## src/rpc_pkg.sv

```systemverilog
// Package of constants, types and helpers for the read prefetch control block.
package rpc_pkg;
  localparam logic [11:0] RPC_ADDR_CTRL   = 12'h040;
  localparam logic [11:0] RPC_ADDR_AUX    = 12'h044;
  localparam logic [15:0] RPC_CTRL_RST    = 16'h0020;
  localparam int          RPC_B_PARK      = 0;
  localparam int          RPC_B_DYN_DIS   = 1;
  localparam int          RPC_B_PRED_DIS  = 2;
  localparam int          RPC_B_CFG_CONV  = 3;
  localparam int          RPC_F_RMULT     = 4;
  localparam int          RPC_F_RLINE     = 6;
  localparam int          RPC_F_RMEM      = 8;
  localparam int          RPC_B_SPECIAL   = 10;
  localparam int          RPC_B_MALF      = 11;
  localparam int          RPC_F_MAXBC     = 12;
  localparam int          RPC_B_SEC_TO    = 0;
  localparam int          RPC_DISCARD_LONG  = 32768;
  localparam int          RPC_DISCARD_SHORT = 1024;
  localparam logic [12:0] RPC_LINE_BYTES  = 13'h0020;
  localparam logic [12:0] RPC_DWORD_BYTES = 13'h0004;
  localparam logic [3:0]  RPC_CMD_MR      = 4'h6;
  localparam logic [3:0]  RPC_CMD_MRL     = 4'hE;
  localparam logic [3:0]  RPC_CMD_MRM     = 4'hC;

  typedef enum logic [1:0] {
    RPC_PF_LINE = 2'b00,
    RPC_PF_KEEP = 2'b01,
    RPC_PF_FULL = 2'b10,
    RPC_PF_BOTH = 2'b11
  } rpc_pf_e;

  typedef enum logic [1:0] {
    RPC_ST_IDLE    = 2'b00,
    RPC_ST_FETCH   = 2'b01,
    RPC_ST_DELIVER = 2'b10,
    RPC_ST_RETAIN  = 2'b11
  } rpc_state_e;

  typedef struct packed {
    logic        valid;
    logic [3:0]  cmd;
    logic [31:0] addr;
    logic [3:0]  be;
    logic        pref;
  } rpc_rd_req_s;

  typedef struct packed {
    logic        valid;
    logic [31:0] addr;
    logic [12:0] len;
  } rpc_pcie_req_s;

  typedef struct packed {
    logic        valid;
    logic        type1;
    logic [31:0] addr;
  } rpc_cfg_s;

  function automatic logic [12:0] rpc_max_bytes(input logic [2:0] code);
    case (code)
      3'b001:  rpc_max_bytes = 13'h0080;
      3'b010:  rpc_max_bytes = 13'h0100;
      3'b100:  rpc_max_bytes = 13'h0400;
      3'b101:  rpc_max_bytes = 13'h0800;
      3'b110:  rpc_max_bytes = 13'h1000;
      default: rpc_max_bytes = 13'h0200;
    endcase
  endfunction

  function automatic logic rpc_is_mem_read(input logic [3:0] cmd);
    rpc_is_mem_read = (cmd == RPC_CMD_MR) || (cmd == RPC_CMD_MRL) || (cmd == RPC_CMD_MRM);
  endfunction
endpackage

```

## src/rpc_apb_regs.sv

```systemverilog
// APB slave holding the prefetch control register and the auxiliary register.
`timescale 1ns/100ps
module rpc_apb_regs
  import rpc_pkg::*;
(
  input  wire logic        pclk,     // Bus clock.
  input  wire logic        presetn,  // Asynchronous reset, active low.
  input  wire logic [11:0] paddr,    // Byte address.
  input  wire logic        psel,     // Slave select.
  input  wire logic        penable,  // Access phase.
  input  wire logic        pwrite,   // Write strobe.
  input  wire logic [31:0] pwdata,   // Write data.
  input  wire logic [7:0]  status,   // Live block state for readback.
  output logic      [31:0] prdata,   // Read data.
  output logic             pready,   // Always ready.
  output logic             pslverr,  // Unmapped address.
  output logic      [15:0] ctrl,     // Control register contents.
  output logic             sec_to    // Short discard timeout select.
);
  logic [15:0] ctrl_r, ctrl_nxt;
  logic        sec_to_r, sec_to_nxt;
  logic        hit_ctrl, hit_aux, wr;

  always_comb begin
    hit_ctrl   = (paddr == RPC_ADDR_CTRL);
    hit_aux    = (paddr == RPC_ADDR_AUX);
    wr         = psel && penable && pwrite;
    ctrl_nxt   = ctrl_r;
    sec_to_nxt = sec_to_r;
    if (wr && hit_ctrl) begin
      ctrl_nxt = pwdata[15:0];
    end
    if (wr && hit_aux) begin
      sec_to_nxt = pwdata[RPC_B_SEC_TO];
    end
    prdata = 32'h0000_0000;
    if (hit_ctrl) begin
      prdata = {16'h0000, ctrl_r};
    end else if (hit_aux) begin
      prdata = {16'h0000, status, 7'h00, sec_to_r};
    end
    pready  = 1'b1;
    pslverr = psel && penable && !(hit_ctrl || hit_aux);
  end

  always_ff @(posedge pclk or negedge presetn) begin
    if (!presetn) begin
      ctrl_r   <= RPC_CTRL_RST;
      sec_to_r <= 1'b0;
    end else begin
      ctrl_r   <= ctrl_nxt;
      sec_to_r <= sec_to_nxt;
    end
  end

  assign ctrl   = ctrl_r;
  assign sec_to = sec_to_r;
endmodule

```

## src/rpc_discard_timer.sv

```systemverilog
// Discard timer that bounds how long retained prefetch data is held.
`timescale 1ns/100ps
module rpc_discard_timer #(
  parameter int LONG_CLKS  = 32768,
  parameter int SHORT_CLKS = 1024
) (
  input  wire logic clk,        // Clock.
  input  wire logic rst_n,      // Asynchronous reset, active low.
  input  wire logic start,      // Load and run.
  input  wire logic stop,       // Halt without expiry.
  input  wire logic short_sel,  // Select the short count.
  output logic      expired     // One-cycle pulse at expiry.
);
  logic [16:0] cnt_r, cnt_nxt;
  logic        run_r, run_nxt;
  logic        exp_r, exp_nxt;

  always_comb begin
    cnt_nxt = cnt_r;
    run_nxt = run_r;
    exp_nxt = 1'b0;
    if (start) begin
      cnt_nxt = short_sel ? 17'(SHORT_CLKS - 1) : 17'(LONG_CLKS - 1);
      run_nxt = 1'b1;
    end else if (stop) begin
      run_nxt = 1'b0;
    end else if (run_r) begin
      if (cnt_r == 17'h00000) begin
        run_nxt = 1'b0;
        exp_nxt = 1'b1;
      end else begin
        cnt_nxt = cnt_r - 17'h00001;
      end
    end
  end

  always_ff @(posedge clk or negedge rst_n) begin
    if (!rst_n) begin
      cnt_r <= 17'h00000;
      run_r <= 1'b0;
      exp_r <= 1'b0;
    end else begin
      cnt_r <= cnt_nxt;
      run_r <= run_nxt;
      exp_r <= exp_nxt;
    end
  end

  assign expired = exp_r;
endmodule

```

## src/rpc_top.sv

```systemverilog
// Read path control of the bridge: arbiter parking, prefetch sizing and retention.
//
// Chosen here: register access over APB.
`timescale 1ns/100ps
module rpc_top
  import rpc_pkg::*;
#(
  parameter int NM           = 4,
  parameter int IW           = 2,
  parameter int DISCARD_LONG = RPC_DISCARD_LONG
) (
  input  wire logic          pclk,         // Secondary PCI clock.
  input  wire logic          presetn,      // Asynchronous reset, active low.
  input  wire logic [11:0]   paddr,        // APB address.
  input  wire logic          psel,         // APB select.
  input  wire logic          penable,      // APB enable.
  input  wire logic          pwrite,       // APB write.
  input  wire logic [31:0]   pwdata,       // APB write data.
  output logic      [31:0]   prdata,       // APB read data.
  output logic               pready,       // APB ready.
  output logic               pslverr,      // APB error.
  input  wire logic [NM-1:0] arb_req,      // Master bus requests.
  input  wire logic [IW-1:0] arb_last,     // Last granted master.
  output logic               park_own,     // Park on own port.
  output logic      [IW-1:0] park_idx,     // Master parked on.
  input  rpc_rd_req_s        rd_req,       // Read request from PCI target logic.
  output logic               rd_retry,     // Answer retry.
  output logic               rd_go,        // Answer with data.
  input  wire logic          xfer_end,     // Data phase of read ended.
  input  wire logic          term_master,  // Ended by the external master.
  input  wire logic          term_bridge,  // Ended by bridge disconnect.
  input  wire logic          data_left,    // Prefetched data unconsumed.
  output rpc_pcie_req_s      pcie_req,     // Memory read request to PCIe.
  input  wire logic          cpl_done,     // Completion data arrived.
  input  rpc_cfg_s           cfg_in,       // Config cycle from PCI.
  output rpc_cfg_s           cfg_out,      // Converted config cycle.
  output logic               dyn_pf_en,    // Dynamic prefetch control on.
  output logic               pred_en,      // Completion prediction on.
  output logic               malf_chk_en,  // Malformed packet checks on.
  output logic               discard_exp   // Retained data discarded.
);
  logic [15:0]   ctrl;
  logic          sec_to;
  logic          tmr_start, tmr_stop, tmr_exp;
  rpc_state_e    st_r, st_nxt;
  rpc_rd_req_s   held_r, held_nxt;
  rpc_pf_e       mode_r, mode_nxt;
  rpc_pcie_req_s preq_r, preq_nxt;
  rpc_cfg_s      cfg_r, cfg_nxt;
  logic          own_r, own_nxt;
  logic [IW-1:0] idx_r, idx_nxt;
  logic          flags_r [3];
  logic          flags_nxt [3];
  logic          same_ab, same_cmd, hit, keep;
  rpc_pf_e       sel_mode;
  logic [12:0]   sel_len;

  rpc_apb_regs u_regs (
    .pclk    (pclk),
    .presetn (presetn),
    .paddr   (paddr),
    .psel    (psel),
    .penable (penable),
    .pwrite  (pwrite),
    .pwdata  (pwdata),
    .status  ({6'h00, st_r}),
    .prdata  (prdata),
    .pready  (pready),
    .pslverr (pslverr),
    .ctrl    (ctrl),
    .sec_to  (sec_to)
  );

  rpc_discard_timer #(
    .LONG_CLKS  (DISCARD_LONG),
    .SHORT_CLKS (RPC_DISCARD_SHORT)
  ) u_tmr (
    .clk       (pclk),
    .rst_n     (presetn),
    .start     (tmr_start),
    .stop      (tmr_stop),
    .short_sel (sec_to),
    .expired   (tmr_exp)
  );

  //////////////////////////////////////////////////////////////////////////////
  // Arbiter parking, configuration conversion and enable flags.

  always_comb begin
    own_nxt = own_r;
    idx_nxt = idx_r;
    if (arb_req == '0) begin
      own_nxt = ctrl[RPC_B_PARK];
      idx_nxt = arb_last;
    end
    cfg_nxt = cfg_in;
    if (cfg_in.valid && ctrl[RPC_B_CFG_CONV] && (cfg_in.addr[31:28] == 4'hF)) begin
      cfg_nxt.type1      = 1'b1;
      cfg_nxt.addr[1:0]  = 2'b01;
    end
    flags_nxt[0] = !ctrl[RPC_B_DYN_DIS];
    flags_nxt[1] = !ctrl[RPC_B_PRED_DIS];
    flags_nxt[2] = ctrl[RPC_B_MALF];
  end

  always_ff @(posedge pclk or negedge presetn) begin
    if (!presetn) begin
      own_r <= 1'b0;
      idx_r <= '0;
      cfg_r <= '0;
      for (int i = 0; i < 3; i++) begin
        flags_r[i] <= 1'b0;
      end
    end else begin
      own_r <= own_nxt;
      idx_r <= idx_nxt;
      cfg_r <= cfg_nxt;
      for (int i = 0; i < 3; i++) begin
        flags_r[i] <= flags_nxt[i];
      end
    end
  end

  //////////////////////////////////////////////////////////////////////////////
  // Prefetch mode selection and request sizing.

  always_comb begin
    case (rd_req.cmd)
      RPC_CMD_MRM: sel_mode = rpc_pf_e'(ctrl[RPC_F_RMULT +: 2]);
      RPC_CMD_MRL: sel_mode = rpc_pf_e'(ctrl[RPC_F_RLINE +: 2]);
      default:     sel_mode = rpc_pf_e'(ctrl[RPC_F_RMEM +: 2]);
    endcase
    sel_len = RPC_LINE_BYTES;
    if (!rd_req.pref) begin
      sel_len = RPC_DWORD_BYTES;
    end else if (rd_req.cmd == RPC_CMD_MR) begin
      // The plain read field has no retention; 01 is treated as one line.
      case (sel_mode)
        RPC_PF_FULL: sel_len = rpc_max_bytes(ctrl[RPC_F_MAXBC +: 3]);
        RPC_PF_BOTH: sel_len = RPC_DWORD_BYTES;
        default:     sel_len = RPC_LINE_BYTES;
      endcase
    end else if (sel_mode != RPC_PF_LINE) begin
      sel_len = rpc_max_bytes(ctrl[RPC_F_MAXBC +: 3]);
    end
  end

  //////////////////////////////////////////////////////////////////////////////
  // Delayed read tracking, retention and discard.

  always_comb begin
    same_ab  = (rd_req.addr == held_r.addr) && (rd_req.be == held_r.be);
    same_cmd = (rd_req.cmd == held_r.cmd);
    hit      = rd_req.valid && same_ab && (same_cmd ||
               (ctrl[RPC_B_SPECIAL] && rpc_is_mem_read(rd_req.cmd) &&
                rpc_is_mem_read(held_r.cmd)));
    keep     = data_left && (
               ((held_r.cmd == RPC_CMD_MRM) && (mode_r == RPC_PF_KEEP) && term_bridge) ||
               ((held_r.cmd == RPC_CMD_MRL) && (mode_r == RPC_PF_KEEP) && term_master) ||
               ((held_r.cmd != RPC_CMD_MR) && (mode_r == RPC_PF_BOTH)));
    st_nxt    = st_r;
    held_nxt  = held_r;
    mode_nxt  = mode_r;
    preq_nxt  = preq_r;
    preq_nxt.valid = 1'b0;
    rd_retry  = 1'b0;
    rd_go     = 1'b0;
    tmr_start = 1'b0;
    tmr_stop  = 1'b0;
    case (st_r)
      RPC_ST_IDLE: begin
        if (rd_req.valid && rpc_is_mem_read(rd_req.cmd)) begin
          rd_retry   = 1'b1;
          held_nxt   = rd_req;
          mode_nxt   = sel_mode;
          preq_nxt   = '{valid: 1'b1, addr: rd_req.addr, len: sel_len};
          st_nxt     = RPC_ST_FETCH;
        end
      end
      RPC_ST_FETCH: begin
        rd_retry = rd_req.valid;
        if (cpl_done) begin
          st_nxt = RPC_ST_DELIVER;
        end
      end
      RPC_ST_DELIVER: begin
        rd_go    = hit;
        rd_retry = rd_req.valid && !hit;
        if (xfer_end) begin
          if (keep) begin
            tmr_start = 1'b1;
            st_nxt    = RPC_ST_RETAIN;
          end else begin
            st_nxt = RPC_ST_IDLE;
          end
        end
      end
      RPC_ST_RETAIN: begin
        rd_go    = hit;
        rd_retry = rd_req.valid && !hit;
        if (hit) begin
          tmr_stop = 1'b1;
          st_nxt   = RPC_ST_DELIVER;
        end else if (tmr_exp) begin
          st_nxt = RPC_ST_IDLE;
        end
      end
      default: begin
        st_nxt = RPC_ST_IDLE;
      end
    endcase
  end

  always_ff @(posedge pclk or negedge presetn) begin
    if (!presetn) begin
      st_r   <= RPC_ST_IDLE;
      held_r <= '0;
      mode_r <= RPC_PF_LINE;
      preq_r <= '0;
    end else begin
      st_r   <= st_nxt;
      held_r <= held_nxt;
      mode_r <= mode_nxt;
      preq_r <= preq_nxt;
    end
  end

  assign park_own    = own_r;
  assign park_idx    = idx_r;
  assign cfg_out     = cfg_r;
  assign pcie_req    = preq_r;
  assign dyn_pf_en   = flags_r[0];
  assign pred_en     = flags_r[1];
  assign malf_chk_en = flags_r[2];
  assign discard_exp = tmr_exp && (st_r == RPC_ST_RETAIN) && !hit;
endmodule

```

## config.mk

```make
export PLATFORM = sky130hd
export DESIGN_NAME = rpc_top
export DESIGN_NICKNAME = d
export VERILOG_FILES = /design/src/rpc_pkg.sv /design/src/rpc_apb_regs.sv /design/src/rpc_discard_timer.sv /design/src/rpc_top.sv
export SDC_FILE = /design/constraint.sdc
export NUM_CORES = 1
export LEC_CHECK = 0
export ABC_AREA = 0
export BUFFER_PORTS_ARGS = -buffer_cell sky130_fd_sc_hd__buf_2
export CAP_MARGIN = 10
export CORE_UTILIZATION = 44
export CTS_CLUSTER_DIAMETER = 50
export DETAILED_ROUTE_END_ITERATION = 16
export PLACE_DENSITY_LB_ADDON = 0.1
export SETUP_SLACK_MARGIN = 0.15
export SLEW_MARGIN = 20
export SYNTH_ARGS = -nofsm -noshare
export SYNTH_HDL_FRONTEND = slang
export SYNTH_HIERARCHICAL = 1
export SYNTH_SLANG_ARGS = --single-unit
```

## constraint.sdc

```tcl
create_clock -name pclk -period 2.3 [get_ports pclk]
set_input_delay 0.46 -clock pclk [delete_from_list [all_inputs] [get_ports pclk]]
set_output_delay 0.46 -clock pclk [all_outputs]
set_load 0.01 [all_outputs]
```

* Yosys cells after proc, flatten, opt, wreduce, memory -nomap -nowiden
Cells that the tools add are included.
** Word-level totals
- Bits in registers :: 134
- Logic and storage cells :: 135
** Operators by class
- Add/subtract/negate cells :: 1
- Eq/ne operators :: 31
- Mux-type cells :: 40
- Reductions and logical operators :: 43
** Operators by type and width (count)
- 46-bit two-way mux :: 2
- 17-bit two-way mux :: 4
- 13-bit case mux with 5 select lines :: 1
- 13-bit two-way mux :: 3
- 32-bit equality test :: 1
- 32-bit two-way mux :: 1
- 13-bit case mux with 2 select lines :: 1
- 12-bit by 7-bit equality test with 1-bit output, second input constant :: 2
- 1-bit logical AND :: 22
- 4-bit equality test, second input constant :: 5
- 17-bit zero test :: 1
- 17-bit by 1-bit subtractor with 17-bit output, second input constant :: 1
- 1-bit two-way mux :: 16
- 15-bit two-way mux :: 1
- 2-bit two-way mux :: 7
- 2-bit equality test, second input constant :: 5
- 10-bit two-way mux :: 1
- 2-bit inequality test, second input constant :: 5
- 3-bit equality test, second input constant :: 3
- 4-bit by 3-bit equality test with 1-bit output, second input constant :: 2
- 4-bit equality test :: 2
- 1-bit logical OR :: 8
- 2-bit case mux with 4 select lines :: 1
- 2-bit by 1-bit equality test with 1-bit output, second input constant :: 2
- other kinds (14) :: 18

* Logic depth before layout (Yosys ltp)
- Depth after elaboration :: 11
- Gate-level depth with buffers :: 10

* By module
Netlist, hierarchy kept.
** By module, submodules not included
- rpc_top :: cells each 387, times used 1, area an instance 4078.9 sq um
- rpc_discard_timer :: cells each 112, times used 1, area an instance 1097.3 sq um
- rpc_apb_regs :: cells each 92, times used 1, area an instance 1057.3 sq um

* Least setup slack after synthesis
OpenSTA, ideal clock, no wires.
- Kind :: input -> register
- Start point :: input port rd_req[37] in the netlist's numbering
- End point :: register u_tmr.cnt_r[14]
- Stages :: 9
- Buffers on the path :: 0
- Arrival :: 2485 ps
- Setup slack :: -309 ps
- Path through :: and2b_2 -> o21a_1 -> a31oi_1 -> or4_4 -> nor2_1 -> nand2b_1 -> or4_4 -> o41a_1 -> o31a_1
** On the way
- Cells in the longest elaborated chain, start to end :: 11
- Elaborated cells between the ends (all ways) :: 14
- Those cells by class :: eq/ne (5); mux (2); reduce/logical (7)
** RTL lines
- start, declared :: line rpc_top.sv:26 : input rpc_rd_req_s rd_req,
- 4-bit by 3-bit equality test with 1-bit output or 4-bit equality test (tied branches) :: line rpc_pkg.sv:71 : rpc_is_mem_read = (cmd == RPC_CMD_MR) || (cmd == RPC_CMD_MRL) || (cmd == RPC_CMD_MRM);
- 1-bit logical OR (2 in series) :: line rpc_pkg.sv:71
- 1-bit logical AND (2 in series) :: line rpc_top.sv:155 : (ctrl[RPC_B_SPECIAL] && rpc_is_mem_read(rd_req.cmd) &&
- 1-bit logical OR * :: line rpc_top.sv:154 : hit = rd_req.valid && same_ab && (same_cmd ||
- 1-bit logical AND * :: line rpc_top.sv:154
- 1-bit two-way mux * :: line rpc_top.sv:201 : if (hit) begin
- 1-bit two-way mux * :: line rpc_top.sv:170 : case (st_r)
- via tmr_stop :: line rpc_top.sv:44 : logic tmr_start, tmr_stop, tmr_exp;
- 2-bit inequality test (no source line) *
- 3-bit AND reduction (no source line) *
- end signal, assigned :: line rpc_discard_timer.sv:43 : cnt_r <= cnt_nxt;
- end, declared :: line rpc_discard_timer.sv:14 : logic [16:0] cnt_r, cnt_nxt;
The timed path passes the listed nets; every way through them passes the cells marked *.
A chain may end at the register's enable or synchronous reset.

==> results.sh <==
export IMPL_die_h_microns=121
export IMPL_rrSetupSlack_ns=-0.38
export IMPL_ff_latch_area_sq_um=3230
export IMPL_endpoint_kind="flip-flop"
export IMPL_num_io_pins=259
export IMPL_worst_ep_arrival_time_ns=2.99
export IMPL_ant_nets=0
export IMPL_grt_pass1_wl_microns=24400
export IMPL_run_status="finished with violations"
export IMPL_design_area_sq_um=8950
export IMPL_coreArea_sq_um=13800
export IMPL_cp_common_cell="nand4_1"
export IMPL_overflow=0
export IMPL_drive_above_1_share=0.486
export IMPL_power_total_w=0.00795
export IMPL_leakage_nw=4.62
export IMPL_ys_types=62
export IMPL_cts_tree="built"
export IMPL_diodes=0
export IMPL_vias_per_cell=4.87
export IMPL_hold_slack_ns=0.0530
export IMPL_period_share=1.17
export IMPL_wl_per_cell_microns=14.4
export IMPL_synthesis_area_sq_um=6230
export IMPL_cts_buffers=17
export IMPL_grt_max_degree=53
export IMPL_relSlewSlack=0.515
export IMPL_setup_violations=39
export IMPL_synth_seq_cells=129
export IMPL_cp_required_ns=2.61
export IMPL_r2r_end="u_tmr/cnt_r[13]$_DFFE_PN0P_"
export IMPL_io_buffers=220
export IMPL_async_reset_ff_frac=1.00
export IMPL_synth_common_cells="dfrtp_1 (128), nand2_1 (124), buf_4 (55)"
export IMPL_violations="negative setup slack"
export IMPL_maxCapViolCount=0
export IMPL_antenna_found_initial=0
export IMPL_clkLatencyLatePin_ns=0.41
export IMPL_cts_buffer_depth=2
export IMPL_yosys_top_cells_area="dfrtp_1 (51%), nand2_1 (7.5%), buf_4 (6.6%)"
export IMPL_synthFlopType="dfrtp_1"
export IMPL_ys_warn_count=6
export IMPL_drc=0
export IMPL_initialDrtViolationCount=202
export IMPL_synth_edf_count=0
export IMPL_tightestPinTransition_ns=0.721
export IMPL_fmax_ghz=0.373
export IMPL_ctsHoldBuffers=0
export IMPL_fp_dieW_microns=121
export IMPL_initial_core_util=0.451
export IMPL_rows=43
export IMPL_nets=1001
export IMPL_placed_cell_area_sq_um=7940
export IMPL_fin_ws_ns=-0.382
export IMPL_netlist_instances=591
export IMPL_synthToLayoutAreaGrowth_pct=43.7
export IMPL_powerDensity_nw_per_um2=888
export IMPL_slowest_delay_ns=0.59
export IMPL_grt_pass1_vias=5072
export IMPL_final_cells=1057
export IMPL_finalClockSkew_ns=0.00700
export IMPL_clk_pin_slew_ns=0.06
export IMPL_synth_top_area_cell="dfrtp_1"
export IMPL_via_count=5150
export IMPL_start_kind="flip-flop"
export IMPL_gp_congestion=0.910
export IMPL_cts_sinks=129
export IMPL_synth_most_common_cell="dfrtp_1"
export IMPL_n_fill_cell=1128
export IMPL_dr_pass1_iters=4
export IMPL_placedCellCount=1015
export IMPL_tns_ns=-8.52
export IMPL_r2r_cells=9
export IMPL_dp_hpwl_microns=11000
export IMPL_routed_wl_microns=15200
export IMPL_cts_max_level=4
export IMPL_multi_input_area_sq_um=2890
export IMPL_crit_reg2reg_launch="pcie_req[32]$_DFFE_PN0P_"
export IMPL_synth_seq_area_share=0.518
export IMPL_timing_critical_path_cells="xor2_1, nor4_2, nand4_1, or4_4, nor2_4, nor2b_4, nand4_1, mux2_4, nor4bb_1"
export IMPL_root_buffer="clkbuf_16"
export IMPL_rsz0062_at_grt="true"
export IMPL_finalCriticalPeriod_ns=2.68
export IMPL_grt_usage=0.217
export IMPL_design_die_area_sq_um=14600
export IMPL_crit_slowest_cell="or4_4"
export IMPL_avgSynthCellArea_sq_um=10.5
export IMPL_worstSetupPathType="flip-flop to flip-flop"
export IMPL_hold_viol=0
export IMPL_hold_class="input pin to asynchronous set/reset pin"
export IMPL_synth_top_area_frac=0.514
export IMPL_drv_slew=0
export IMPL_critPathMaxFanout=2
export IMPL_vdd_drop_max_v=0.000485
how the worst max path moves through the flow:
stage | startpoint | endpoint | slack [ns]
2_1_floorplan | rd_req[37] | u_tmr/cnt_r[14]$_DFFE_PN0P_ | -0.19
3_3_place_gp | rd_req[22] | u_tmr/cnt_r[13]$_DFFE_PN0P_ | -0.62
3_5_place_dp | rd_req[22] | u_tmr/cnt_r[13]$_DFFE_PN0P_ | -0.72
4_1_cts | pcie_req[21]$_DFFE_PN0P_ | rd_go | -0.45
5_1_grt | held_r[1]$_DFFE_PN0P_ | rd_retry | -0.52
6_report | pcie_req[32]$_DFFE_PN0P_ | u_tmr/cnt_r[13]$_DFFE_PN0P_ | -0.38
routing by layer:
layer | up-vias | part of all wire | global-route usage
met5 | - | 0 | 0
met2 | 177 | 0.51 | 0.368
met1 | 2466 | 0.42 | 0.269
met4 | 0 | 0.014 | 0.0880
met3 | 17 | 0.058 | 0.0479
li1 | 2490 | - | -
registers in the layout, indices dropped and copies added, names as in the netlist, 2 cells and up:
name and cells:
pcie_req 41, cfg_out 34, u_regs/ctrl 16, held_r 8, u_tmr/cnt_r 17, mode_r 2
st_r 2, park_idx 2
critical path, delay by kind of cell (launching register included):
kind | cells | cell delay [ns]
AND/OR/NAND/NOR | 7 | 1.70
flip-flops | 1 | 0.40
multiplexers | 1 | 0.31
XOR/XNOR | 1 | 0.18
cell type report:
cell class                      instances  share of cell area
Sequential cell                       129               0.361
Multi-Input combinational cell        404               0.323
Timing Repair Buffer                  304               0.217
Clock buffer                           18              0.0490
Tap cell                              180              0.0252
Clock inverter                         14              0.0225
Inverter                                8             0.00335
placed cells by master, fill, tap and decap left out, types with 6 or more instances in the layout:
master     instances
o31ai_1            6
nor2b_1            6
mux2_2            24
nor3_1             7
o21ai_0           10
nor2_4            11
nand4_1            7
clkbuf_16         17
dfrtp_1          128
nand2_1          122
nor4_1             8
xor2_1            39
buf_2            206
nor4_2            10
conb_1            28
mux2i_1           15
buf_6             21
nor3b_4            7
nor2_1            14
buf_12             6
buf_4             70
inv_1              7
through the flow:
stage,worst slack [ns],utilization
after floorplan,-0.188,-
after global placement,-0.617,0.574
after detailed placement,-0.722,0.574
after CTS,-0.446,0.642
after global routing,-0.521,0.648
final,-0.382,0.648
report_power, final:
part | internal (W) | leakage (nW) | switching, W
clock | 0.00186 | 0.308 | 0.00103
sequential | 0.00267 | 1.64 | 0.000276
combinational | 0.00107 | 2.68 | 0.00105
total | 0.00560 | 4.62 | 0.00235
repair_timing:
action                     4_1_cts  5_1_grt
resized for setup               49       11
pin swaps                       15        8
cloned                           1        0
setup endpoints to repair       40       40
setup buffers                    5        4
cell families (layout without fill, tap and decap cells):
group                      Yosys count  after routing  synth area share
DFF                                129            129             0.518
adders and majority gates            1              1           0.00201
and+or+nand+nor                    249            249             0.210
xor gates and xnor gates            40             40            0.0562
buffers and inverters               83            344            0.0875
muxes                               40             40            0.0692
AOI/OAI and AO/OA                   46             46            0.0556
other                                3             28           0.00181
No activity file was read; power rests on OpenSTA's default activity.
